`src/rtl/sfc_pkg.sv`:
```
// Constants, opcode table and carrier types for the serial flash command front end.
// Assumes a single core clock domain; all SPI pins are resynchronised by the user module.
package sfc_pkg;

    // Opcodes that the front end recognises.
    localparam logic [7:0] OP_READ_FAST = 8'h0b;
    localparam logic [7:0] OP_READ_SLOW = 8'h03;
    localparam logic [7:0] OP_PROGRAM = 8'h02;
    localparam logic [7:0] OP_ERASE_4K = 8'h20;
    localparam logic [7:0] OP_ERASE_32K = 8'h52;
    localparam logic [7:0] OP_ERASE_64K = 8'hd8;
    localparam logic [7:0] OP_CHIP_ERASE_A = 8'h60;
    localparam logic [7:0] OP_CHIP_ERASE_B = 8'hc7;
    localparam logic [7:0] OP_WRITE_EN = 8'h06;
    localparam logic [7:0] OP_WRITE_DIS = 8'h04;
    localparam logic [7:0] OP_PROTECT = 8'h36;
    localparam logic [7:0] OP_UNPROTECT = 8'h39;
    localparam logic [7:0] OP_READ_PROT = 8'h3c;
    localparam logic [7:0] OP_READ_STATUS = 8'h05;
    localparam logic [7:0] OP_WRITE_STATUS = 8'h01;
    localparam logic [7:0] OP_READ_ID = 8'h9f;
    localparam logic [7:0] OP_POWER_DOWN = 8'hb9;
    localparam logic [7:0] OP_POWER_UP = 8'hab;

    // Framing and array geometry.
    localparam int BYTE_W = 8;
    localparam logic [1:0] ADDR_LAST_BYTE = 2'h2;
    localparam logic [2:0] BIT_LAST = 3'h7;
    localparam int ARRAY_ADDR_W = 20;
    localparam int SECTOR_LSB = 16;
    localparam int BLOCK_LSB = 12;
    localparam int PAGE_LSB = 8;
    localparam int FIFO_DEPTH = 16;
    localparam logic [7:0] SO_FILL = 8'hff;
    localparam logic [8:0] ID_MAX_BYTES = 9'h004;
    localparam logic [8:0] DATA_CNT_MAX = 9'h1ff;

    // Direction of the data phase.
    typedef enum logic [1:0] {
        DIR_NONE = 2'b00,
        DIR_IN = 2'b01,
        DIR_OUT = 2'b10
    } sfc_dir_t;

    // Decoded shape of one opcode.
    typedef struct packed {
        logic known;
        logic has_addr;
        logic has_dummy;
        sfc_dir_t dir;
        logic need_data;
        logic exact_one;
    } sfc_dec_t;

    // Command handed to the core: opcode, masked address and its array coordinates.
    typedef struct packed {
        logic [7:0] opcode;
        logic [ARRAY_ADDR_W-1:0] addr;
        logic [3:0] sector;
        logic [3:0] block;
        logic [7:0] page;
    } sfc_cmd_t;

    // Classifies an opcode by its address, dummy and data phases.
    function automatic sfc_dec_t sfc_decode(input logic [7:0] op);
        sfc_dec_t d;
        d = '{known: 1'b1, has_addr: 1'b0, has_dummy: 1'b0, dir: DIR_NONE,
              need_data: 1'b0, exact_one: 1'b0};
        unique case (op)
            OP_READ_FAST: begin
                d.has_addr = 1'b1;
                d.has_dummy = 1'b1;
                d.dir = DIR_OUT;
            end
            OP_READ_SLOW, OP_READ_PROT: begin
                d.has_addr = 1'b1;
                d.dir = DIR_OUT;
            end
            OP_PROGRAM: begin
                d.has_addr = 1'b1;
                d.dir = DIR_IN;
                d.need_data = 1'b1;
            end
            OP_ERASE_4K, OP_ERASE_32K, OP_ERASE_64K, OP_PROTECT, OP_UNPROTECT: begin
                d.has_addr = 1'b1;
            end
            OP_READ_STATUS, OP_READ_ID: begin
                d.dir = DIR_OUT;
            end
            OP_WRITE_STATUS: begin
                d.dir = DIR_IN;
                d.need_data = 1'b1;
                d.exact_one = 1'b1;
            end
            OP_CHIP_ERASE_A, OP_CHIP_ERASE_B, OP_WRITE_EN, OP_WRITE_DIS,
            OP_POWER_DOWN, OP_POWER_UP: begin
                d.known = 1'b1;
            end
            default: begin
                d.known = 1'b0;
            end
        endcase
        return d;
    endfunction

endpackage

```
`src/rtl/sfc_front_end.sv`:
```
// Serial command front end of an SPI NOR flash: frames, decodes and serialises.
// Assumes SCK runs below a quarter of CORE_CLK; all pins arrive asynchronously.
// Operation
// - Sample on SCK rise, drive on fall.
// - Either SCK idle level works alike.
// - Every byte travels most significant bit first.
// - Chip select release ends the operation.
// - Unknown opcode: ignore until reselect.
// - Early release: do nothing, return idle.
// - 24-bit address, top four bits dropped.
// - Reads 0Bh with dummy, 03h without.
// - Program 02h, address, one to 256 bytes; the code also accepts more than 256.
// - Block erases addressed, chip erase not.
// - Protect, unprotect, protection read take addresses.
// - ID read 9Fh returns up to four.
// - Power-down B9h and resume ABh, bare.
`timescale 1ns/1ps
module sfc_front_end (
    input wire logic CORE_CLK,
    input wire logic RESETN,
    input wire logic SPI_CS_N,
    input wire logic SPI_SCK,
    input wire logic SPI_SI,
    output logic SPI_SO,
    output logic SPI_SO_OE,
    output sfc_pkg::sfc_cmd_t CMD,
    output logic CMD_START,
    output logic CMD_DONE,
    output logic CMD_OK,
    output logic WR_VALID,
    output logic [7:0] WR_DATA,
    input wire logic RD_VALID,
    output logic RD_READY,
    input wire logic [7:0] RD_DATA
);
    import sfc_pkg::*;

    typedef enum logic [2:0] {
        ST_IDLE = 3'b000,
        ST_OPCODE = 3'b001,
        ST_ADDR = 3'b010,
        ST_DUMMY = 3'b011,
        ST_DATA = 3'b100,
        ST_IGNORE = 3'b101
    } sfc_state_t;

    sfc_state_t state_q;
    logic cs_s1_q, cs_s2_q, cs_p_q;
    logic sck_s1_q, sck_s2_q, sck_p_q;
    logic si_s1_q, si_s2_q;
    logic rise, fall, cs_rise;
    logic [7:0] sh_q;
    logic [7:0] byte_in;
    logic [2:0] bit_cnt_q;
    logic [1:0] abyte_q;
    logic [8:0] data_cnt_q;
    logic [23:0] addr_q;
    sfc_dec_t dec_q;
    sfc_dec_t dec_now;
    logic [7:0] so_sh_q;
    logic fifo_valid, fifo_pop;
    logic [7:0] fifo_data;
    logic load_byte;
    logic [7:0] next_out;

    // Two-stage synchronisers, then one more stage for edge detection.
    always_ff @(posedge CORE_CLK or negedge RESETN) begin
        if (!RESETN) begin
            cs_s1_q <= 1'b1;
            cs_s2_q <= 1'b1;
            cs_p_q <= 1'b1;
            sck_s1_q <= 1'b0;
            sck_s2_q <= 1'b0;
            sck_p_q <= 1'b0;
            si_s1_q <= 1'b0;
            si_s2_q <= 1'b0;
        end else begin
            cs_s1_q <= SPI_CS_N;
            cs_s2_q <= cs_s1_q;
            cs_p_q <= cs_s2_q;
            sck_s1_q <= SPI_SCK;
            sck_s2_q <= sck_s1_q;
            sck_p_q <= sck_s2_q;
            si_s1_q <= SPI_SI;
            si_s2_q <= si_s1_q;
        end
    end

    // Edges count only while selected, so the idle SCK level never looks like a bit.
    assign rise = !cs_s2_q && sck_s2_q && !sck_p_q;
    assign fall = !cs_s2_q && !sck_s2_q && sck_p_q;
    assign cs_rise = cs_s2_q && !cs_p_q;
    assign byte_in = {sh_q[6:0], si_s2_q};
    assign dec_now = sfc_decode(byte_in);

    // Input shifter and bit counter; a new frame always starts on a byte boundary.
    always_ff @(posedge CORE_CLK or negedge RESETN) begin
        if (!RESETN) begin
            sh_q <= 8'h00;
            bit_cnt_q <= 3'h0;
        end else if (cs_s2_q) begin
            bit_cnt_q <= 3'h0;
        end else if (rise) begin
            sh_q <= byte_in;
            bit_cnt_q <= bit_cnt_q + 3'h1;
        end
    end

    // Frame sequencer: opcode, address, dummy, then the data phase.
    always_ff @(posedge CORE_CLK or negedge RESETN) begin
        if (!RESETN) begin
            state_q <= ST_IDLE;
            dec_q <= '0;
            abyte_q <= 2'h0;
        end else if (cs_s2_q) begin
            state_q <= ST_IDLE;
        end else begin
            unique case (state_q)
                ST_IDLE: begin
                    state_q <= ST_OPCODE;
                    abyte_q <= 2'h0;
                end
                ST_OPCODE: begin
                    if (rise && bit_cnt_q == BIT_LAST) begin
                        dec_q <= dec_now;
                        if (!dec_now.known) begin
                            state_q <= ST_IGNORE;
                        end else if (dec_now.has_addr) begin
                            state_q <= ST_ADDR;
                        end else begin
                            state_q <= ST_DATA;
                        end
                    end
                end
                ST_ADDR: begin
                    if (rise && bit_cnt_q == BIT_LAST) begin
                        abyte_q <= abyte_q + 2'h1;
                        if (abyte_q == ADDR_LAST_BYTE) begin
                            state_q <= dec_q.has_dummy ? ST_DUMMY : ST_DATA;
                        end
                    end
                end
                ST_DUMMY: begin
                    if (rise && bit_cnt_q == BIT_LAST) begin
                        state_q <= ST_DATA;
                    end
                end
                ST_DATA: begin
                    state_q <= ST_DATA;
                end
                ST_IGNORE: begin
                    state_q <= ST_IGNORE;
                end
            endcase
        end
    end

    // Address capture; the upper nibble is kept here but never passed on.
    always_ff @(posedge CORE_CLK or negedge RESETN) begin
        if (!RESETN) begin
            addr_q <= 24'h000000;
        end else if (state_q == ST_ADDR && rise && bit_cnt_q == BIT_LAST) begin
            addr_q <= {addr_q[15:0], byte_in};
        end
    end

    // Whole data bytes seen in the data phase, saturating.
    always_ff @(posedge CORE_CLK or negedge RESETN) begin
        if (!RESETN) begin
            data_cnt_q <= 9'h000;
        end else if (state_q == ST_IDLE) begin
            data_cnt_q <= 9'h000;
        end else if (state_q == ST_DATA && rise && bit_cnt_q == BIT_LAST
                     && data_cnt_q != DATA_CNT_MAX) begin
            data_cnt_q <= data_cnt_q + 9'h001;
        end
    end

    // Command word and start pulse when the header is complete.
    always_ff @(posedge CORE_CLK or negedge RESETN) begin
        if (!RESETN) begin
            CMD <= '0;
            CMD_START <= 1'b0;
        end else begin
            CMD_START <= 1'b0;
            if (state_q == ST_OPCODE && rise && bit_cnt_q == BIT_LAST) begin
                CMD.opcode <= byte_in;
            end
            if (state_q != ST_DATA && !cs_s2_q && rise && bit_cnt_q == BIT_LAST
                && (state_q == ST_DUMMY
                    || (state_q == ST_ADDR && abyte_q == ADDR_LAST_BYTE && !dec_q.has_dummy)
                    || (state_q == ST_OPCODE && dec_now.known && !dec_now.has_addr))) begin
                CMD_START <= 1'b1;
            end
            if (state_q == ST_ADDR && rise && bit_cnt_q == BIT_LAST
                && abyte_q == ADDR_LAST_BYTE) begin
                CMD.addr <= {addr_q[11:0], byte_in};
                CMD.sector <= addr_q[SECTOR_LSB-8 +: 4];
                CMD.block <= addr_q[BLOCK_LSB-8 +: 4];
                CMD.page <= addr_q[PAGE_LSB-8 +: 8];
            end
        end
    end

    // End of frame: report whether the frame was complete and byte aligned.
    always_ff @(posedge CORE_CLK or negedge RESETN) begin
        if (!RESETN) begin
            CMD_DONE <= 1'b0;
            CMD_OK <= 1'b0;
        end else begin
            CMD_DONE <= cs_rise && state_q != ST_IDLE;
            CMD_OK <= cs_rise && state_q == ST_DATA && bit_cnt_q == 3'h0
                      && (!dec_q.need_data || data_cnt_q != 9'h000)
                      && (!dec_q.exact_one || data_cnt_q == 9'h001);
        end
    end

    // Incoming data bytes of program and status write.
    always_ff @(posedge CORE_CLK or negedge RESETN) begin
        if (!RESETN) begin
            WR_VALID <= 1'b0;
            WR_DATA <= 8'h00;
        end else begin
            WR_VALID <= state_q == ST_DATA && dec_q.dir == DIR_IN && rise
                        && bit_cnt_q == BIT_LAST;
            if (state_q == ST_DATA && rise && bit_cnt_q == BIT_LAST) begin
                WR_DATA <= byte_in;
            end
        end
    end

    // A new output byte starts on the first falling edge after a byte boundary.
    // An identification read stops taking bytes after the fourth, then sends fill.
    assign load_byte = fall && state_q == ST_DATA && dec_q.dir == DIR_OUT && bit_cnt_q == 3'h0;
    assign fifo_pop = load_byte
                      && !(CMD.opcode == OP_READ_ID && data_cnt_q >= ID_MAX_BYTES);
    assign next_out = fifo_valid ? fifo_data : SO_FILL;

    // Output serialiser, shifting only on falling SCK edges.
    always_ff @(posedge CORE_CLK or negedge RESETN) begin
        if (!RESETN) begin
            SPI_SO <= 1'b1;
            so_sh_q <= 8'hff;
            SPI_SO_OE <= 1'b0;
        end else begin
            SPI_SO_OE <= !cs_s2_q && state_q == ST_DATA && dec_q.dir == DIR_OUT;
            if (load_byte) begin
                SPI_SO <= fifo_pop ? next_out[7] : 1'b1;
                so_sh_q <= fifo_pop ? {next_out[6:0], 1'b1} : 8'hff;
            end else if (fall) begin
                SPI_SO <= so_sh_q[7];
                so_sh_q <= {so_sh_q[6:0], 1'b1};
            end
        end
    end

    // Read data from the core, flushed whenever chip select is high.
    sfc_fifo #(
        .WIDTH(BYTE_W),
        .DEPTH(FIFO_DEPTH)
    ) u_rd_fifo (
        .clk(CORE_CLK),
        .rst_n(RESETN),
        .flush(cs_s2_q),
        .in_valid(RD_VALID),
        .in_ready(RD_READY),
        .in_data(RD_DATA),
        .out_valid(fifo_valid),
        .out_ready(fifo_pop),
        .out_data(fifo_data)
    );

    // Checks on the frame sequencer and the serial pins.
    a_sample_on_rise: assert property (@(posedge CORE_CLK) disable iff (!RESETN)
        rise && !cs_s2_q |=> sh_q[0] == $past(si_s2_q))
        else $error("Input bit not taken on SCK rise.");
    a_so_on_fall: assert property (@(posedge CORE_CLK) disable iff (!RESETN)
        $changed(SPI_SO) |-> $past(fall))
        else $error("Serial output changed without a falling SCK edge.");
    a_idle_no_edge: assert property (@(posedge CORE_CLK) disable iff (!RESETN)
        cs_s2_q |-> !rise && !fall)
        else $error("SCK edge seen while deselected.");
    a_start_after_hdr: assert property (@(posedge CORE_CLK) disable iff (!RESETN)
        CMD_START |-> state_q == ST_DATA && $past(state_q) != ST_DATA)
        else $error("Start pulse without completing the header.");
    a_release_ends: assert property (@(posedge CORE_CLK) disable iff (!RESETN)
        cs_rise |=> state_q == ST_IDLE && !SPI_SO_OE)
        else $error("Frame not ended by chip select release.");
    a_ignore_holds: assert property (@(posedge CORE_CLK) disable iff (!RESETN)
        state_q == ST_IGNORE && !cs_s2_q |=> state_q == ST_IGNORE && !WR_VALID && !CMD_START)
        else $error("Unknown opcode did not keep the frame ignored.");
    a_early_release: assert property (@(posedge CORE_CLK) disable iff (!RESETN)
        cs_rise && state_q != ST_DATA && state_q != ST_IDLE |=> CMD_DONE && !CMD_OK)
        else $error("Truncated frame reported as good.");
    a_addr_masked: assert property (@(posedge CORE_CLK) disable iff (!RESETN)
        CMD_START && dec_q.has_addr |-> CMD.addr == addr_q[ARRAY_ADDR_W-1:0])
        else $error("Array address does not match the low 20 address bits.");
    a_prog_needs_data: assert property (@(posedge CORE_CLK) disable iff (!RESETN)
        CMD_OK && CMD.opcode == OP_PROGRAM |-> $past(data_cnt_q) != 9'h000)
        else $error("Program accepted without a data byte.");
    a_id_limit: assert property (@(posedge CORE_CLK) disable iff (!RESETN)
        load_byte && CMD.opcode == OP_READ_ID && data_cnt_q >= ID_MAX_BYTES |-> !fifo_pop)
        else $error("More than four identification bytes taken.");
endmodule // sfc_front_end

```
`src/rtl/sfc_fifo.sv`:
```
// Synchronous FIFO with valid/ready on both sides and a flush input.
// Assumes one clock; the fill side ready is registered so it can leave the chip directly.
`timescale 1ns/1ps
module sfc_fifo #(
    parameter int WIDTH = 8,
    parameter int DEPTH = 16
) (
    input wire logic clk,
    input wire logic rst_n,
    input wire logic flush,
    input wire logic in_valid,
    output logic in_ready,
    input wire logic [WIDTH-1:0] in_data,
    output logic out_valid,
    input wire logic out_ready,
    output logic [WIDTH-1:0] out_data
);
    localparam int AW = $clog2(DEPTH);

    logic [WIDTH-1:0] mem [DEPTH];
    logic [AW-1:0] wr_q;
    logic [AW-1:0] rd_q;
    logic [AW:0] cnt_q;
    logic push;
    logic pop;

    // Handshakes on both sides.
    assign push = in_valid && in_ready;
    assign pop = out_valid && out_ready;
    assign out_valid = (cnt_q != '0);
    assign out_data = mem[rd_q];

    // Storage write.
    always_ff @(posedge clk) begin
        if (push) begin
            mem[wr_q] <= in_data;
        end
    end

    // Pointers, fill level and registered ready.
    always_ff @(posedge clk or negedge rst_n) begin
        if (!rst_n) begin
            wr_q <= '0;
            rd_q <= '0;
            cnt_q <= '0;
            in_ready <= 1'b1;
        end else if (flush) begin
            wr_q <= '0;
            rd_q <= '0;
            cnt_q <= '0;
            in_ready <= 1'b1;
        end else begin
            if (push) begin
                wr_q <= wr_q + AW'(1);
            end
            if (pop) begin
                rd_q <= rd_q + AW'(1);
            end
            cnt_q <= cnt_q + (AW+1)'(push) - (AW+1)'(pop);
            in_ready <= ((cnt_q + (AW+1)'(push) - (AW+1)'(pop)) != (AW+1)'(DEPTH));
        end
    end
endmodule // sfc_fifo

```
`config.mk`:
```
export PLATFORM = sky130hd
export DESIGN_NAME = sfc_front_end
export DESIGN_NICKNAME = d
export VERILOG_FILES = /design/src/rtl/sfc_pkg.sv /design/src/rtl/sfc_front_end.sv /design/src/rtl/sfc_fifo.sv
export SDC_FILE = /design/constraint.sdc
export NUM_CORES = 1
export LEC_CHECK = 0
export ABC_AREA = 1
export BUFFER_PORTS_ARGS = -buffer_cell sky130_fd_sc_hd__buf_2
export CORE_MARGIN = 3
export CORE_UTILIZATION = 40
export DETAILED_ROUTE_END_ITERATION = 12
export PLACE_DENSITY = 0.66
export SETUP_SLACK_MARGIN = 0.3
export SLEW_MARGIN = 20
export SYNTH_ARGS = -nofsm -noshare
export SYNTH_HDL_FRONTEND = slang
export SYNTH_SLANG_ARGS = --single-unit
```
`constraint.sdc`:
```
create_clock -name CORE_CLK -period 2.6 [get_ports CORE_CLK]
set_clock_uncertainty 0.05 [all_clocks]
set_input_delay 0.52 -clock CORE_CLK [delete_from_list [all_inputs] [get_ports CORE_CLK]]
set_output_delay 0.52 -clock CORE_CLK [all_outputs]
set_load 0.005 [all_outputs]
```
==> flow_summary.ini <==
[cells_and_area]
fin_util = 0.480
diodes = 0
area_delta_synth_final_pct = 16.8
final_common_cell = nand2_1
final_layout_size_suffix_gt1_frac = 0.179
nets = 1151
mostFrequentLayoutCells = nand2_1, nor2_1, o21ai_0, edfxtp_1, dfrtp_1
fillCellCount = 2345

[timing]
hold_viol_final = 0
fin_crit_sh = 0.945
grt_setup_unrepaired = yes
slew_viol_final = 0
period_needed_ns = 2.46
slew_headroom = 0.666
worst_slew_pin_slew_ns = 0.501
fmax_mhz = 407
setup_viol = 0
finalSetupTns_ns = 0

[synthesis]
synth_warnings = 0
synth_fp_nets = 1055
synth-seq-cells = 240
synthArstFlopShare = 0.467
synth_edf_count = 128
netlist_instances = 1021
syn_avg_cell_area_um2 = 10.2
ys_seq_area_frac = 0.637
synth_ff_type = edfxtp_1
synth_area_mm2 = 0.0105
yosysUniqueCellTypes = 42

[setup_path]
rrSetupSlack_ns = 0.14
critPathTopFamily = adder cells
arrival_ns = 2.85
critPathBufInv = 3
crit_type = register to register
r2r-start = data_cnt_q[6]
cp_slowest_cell = dfrtp_1
endpoint_kind = register
timing.rr.end = u_rd_fifo.in_ready
critical_path.cell_chain = inv_1, nand4_1, nor3_2, buf_4, o21a_4, ha_4, inv_2, ha_4, fa_2, nand2_1, nand2_1, a21oi_2, xor2_1, nor2_1, nand4_1
cpPeakStageDelay_ns = 0.34
worst_r2r_path_depth = 15
critPathMaxFanout = 4
cp_data_required_time_ns = 2.99
critPathLaunchType = register

[floorplan]
chipWidth_um = 168
fp.dieH_um = 168
num_io_pins = 73
fp-row-count = 58
dieArea_mm2 = 0.0281
start_util = 0.411
core-area_mm2 = 0.0254

[run]
drv_cap = 0

[route]
wl_met1_um = 10600
wl_met3_um = 1140
firstDrtPassIters = 5
antenna_left = 0
vias_per_cell = 5.06
top_layer_used = met4
wl_met2_um = 11000
wl_per_cell_um = 16.0
via_count = 7420
drcViolationCount = 0
drt_iter0_markers = 646
drt-total-wl_um = 23500

[clock_tree]
cts.path.max_buffers = 3
clkSinkCount = 240
clk_pin_slew_ns = 0.06
cts_buffers = 25
clock_latency_ns = 0.53
cts_tree = done
cts-root-buf = clkbuf_16
htree_levels = 1

[worst_hold_path]
min-delay-start = SPI_CS_N
hold_end = cs_s1_q
hold_path.class = input port to register
hold_depth = 1

[grt]
antenna_found_initial = 0
track_usage = 0.167
grt_pass1_vias = 7340
grt_max_degree = 50
grt_pass1_wl_um = 38300
gr-total-overflow = 0

[placement]
finalWeightedCongestion = 0.876
dpl.hpwl_um = 15200
port_buffers = 72

[run_status]
status = complete, no violations

[power_and_ir_drop]
vdd_drop_max_v = 0.000497
p_leak_nw = 5.16
power_density_mw_per_mm2 = 734
==> cell usage after synthesis (2+ instances only) <==
cell        n  area [um^2]
dfstp_2    12          315
clkinv_1    2         7.51
nand2_2     3         18.8
nor2_4      4         45.0
o21ai_0   138          691
nor2_2      3         18.8
o211ai_1   31          233
nor3_1      8         40.0
a22o_1      2         17.5
nand3_1    40          200
buf_6       2         22.5
nor2_1    166          623
o21ai_1     7         35.0
edfxtp_1  128         3840
nand4_1     5         31.3
buf_2      16         80.1
o21a_1      3         22.5
a21oi_1    14         70.1
nand2_1   176          661
nand2_4     3         33.8
buf_4      16          120
ha_1       19          238
dfrtp_1   100         2500
buf_1       2         7.51
xnor2_1     2         17.5
xor2_1      4         35.0
inv_1      83          312
clkbuf_1   18         67.6
==> routing by layer <==
| layer | global-route usage | vias to the layer above |
|---|---|---|
| met5 | 0 | - |
| met4 | 0.0502 | 0 |
| met3 | 0.0264 | 49 |
| met2 | 0.270 | 193 |
| met1 | 0.234 | 3570 |
| li1 | - | 3608 |
==> flip-flops by register name, indices dropped and copies added (netlist names), 2 cells and up <==
register         flops
CMD                 28
WR_DATA              8
abyte_q              2
addr_q              12
bit_cnt_q            3
data_cnt_q           9
dec_q                5
sh_q                 7
so_sh_q              7
state_q              3
u_rd_fifo.cnt_q      5
u_rd_fifo.mem      128
u_rd_fifo.rd_q       4
u_rd_fifo.wr_q       4
==> how the worst max path moves through the flow <==
stage	start	to	slack (ns)	cells after the start
5_1_grt	u_rd_fifo.cnt_q[2]	u_rd_fifo.in_ready	0.03	16
3_3_place_gp	CMD[41]	u_rd_fifo.in_ready	0.19	13
4_1_cts	CMD[42]	u_rd_fifo.in_ready	0.18	13
2_1_floorplan	sck_s2_q	u_rd_fifo.in_ready	0.08	15
6_report	data_cnt_q[6]	u_rd_fifo.in_ready	0.14	15
3_5_place_dp	CMD[43]	u_rd_fifo.in_ready	0.09	14
==> where the power goes <==
group / switching, mW / internal (mW) / leakage, nW / total (mW)
Combinational: 0.780 / 0.441 / 2.13 / 1.22
Sequential: 0.129 / 4.23 / 2.65 / 4.36
Clock: 1.43 / 1.95 / 0.384 / 3.38
Total: 2.33 / 6.63 / 5.16 / 8.96
==> cell families (layout without fill, tap and decap cells) <==
kind of cell	Yosys count	after routing	share of synthesized area
DFF	240	240	0.637
and+or+nand+nor	414	414	0.166
AOI/OAI and AO/OA	201	201	0.108
buffers and inverters	140	255	0.0594
xor gates and xnor gates	6	6	0.00503
adders and majority gates	20	20	0.0247
==> worst register-to-register path: stages, from the launching register on <==
cell and delay (ns):
dfrtp_1 0.34, inv_1 0.09, nand4_1 0.14, nor3_2 0.05, buf_4 0.14, o21a_4 0.22, ha_4 0.26, inv_2 0.04
ha_4 0.15, fa_2 0.34, nand2_1 0.07, nand2_1 0.06, a21oi_2 0.14, xor2_1 0.08, nor2_1 0.12, nand4_1 0.09
==> timing repair <==
item	CTS	global route
cloned	0	0
endpoints found under the setup margin	2	25
hold endpoints to repair	23	0
buffers inserted	10	5
hold buffers	1	0
pin swaps	5	3
gates resized for setup	10	4
==> layout make-up <==
cell class | count | area, um^2 | share of cell area
Timing Repair Buffer | 123 | 761 | 0.0623
Clock buffer | 33 | 686 | 0.0562
Tap cell | 330 | 413 | 0.0338
Multi-Input combinational cell | 641 | 3260 | 0.267
Inverter | 86 | 323 | 0.0265
Clock inverter | 13 | 95.1 | 0.00779
Sequential cell | 240 | 6660 | 0.546
==> through the flow <==
stage | hold WS (ns) | total power, mW | setup WS (ns) | instances | area (um^2)
3_5_place_dp | 0.295 | 5.52 | 0.0931 | 1404 | 11200
3_3_place_gp | 0.289 | 5.49 | 0.189 | 1404 | 11200
5_1_grt | 0.0270 | 9.41 | 0.0330 | 1466 | 12200
6_report | 0.0461 | 8.96 | 0.144 | 1466 | 12200
2_1_floorplan | 0.174 | 5.15 | 0.0817 | 1021 | 10500
4_1_cts | 0.0256 | 8.99 | 0.177 | 1461 | 12100
(Power assumes the default switching activity.)
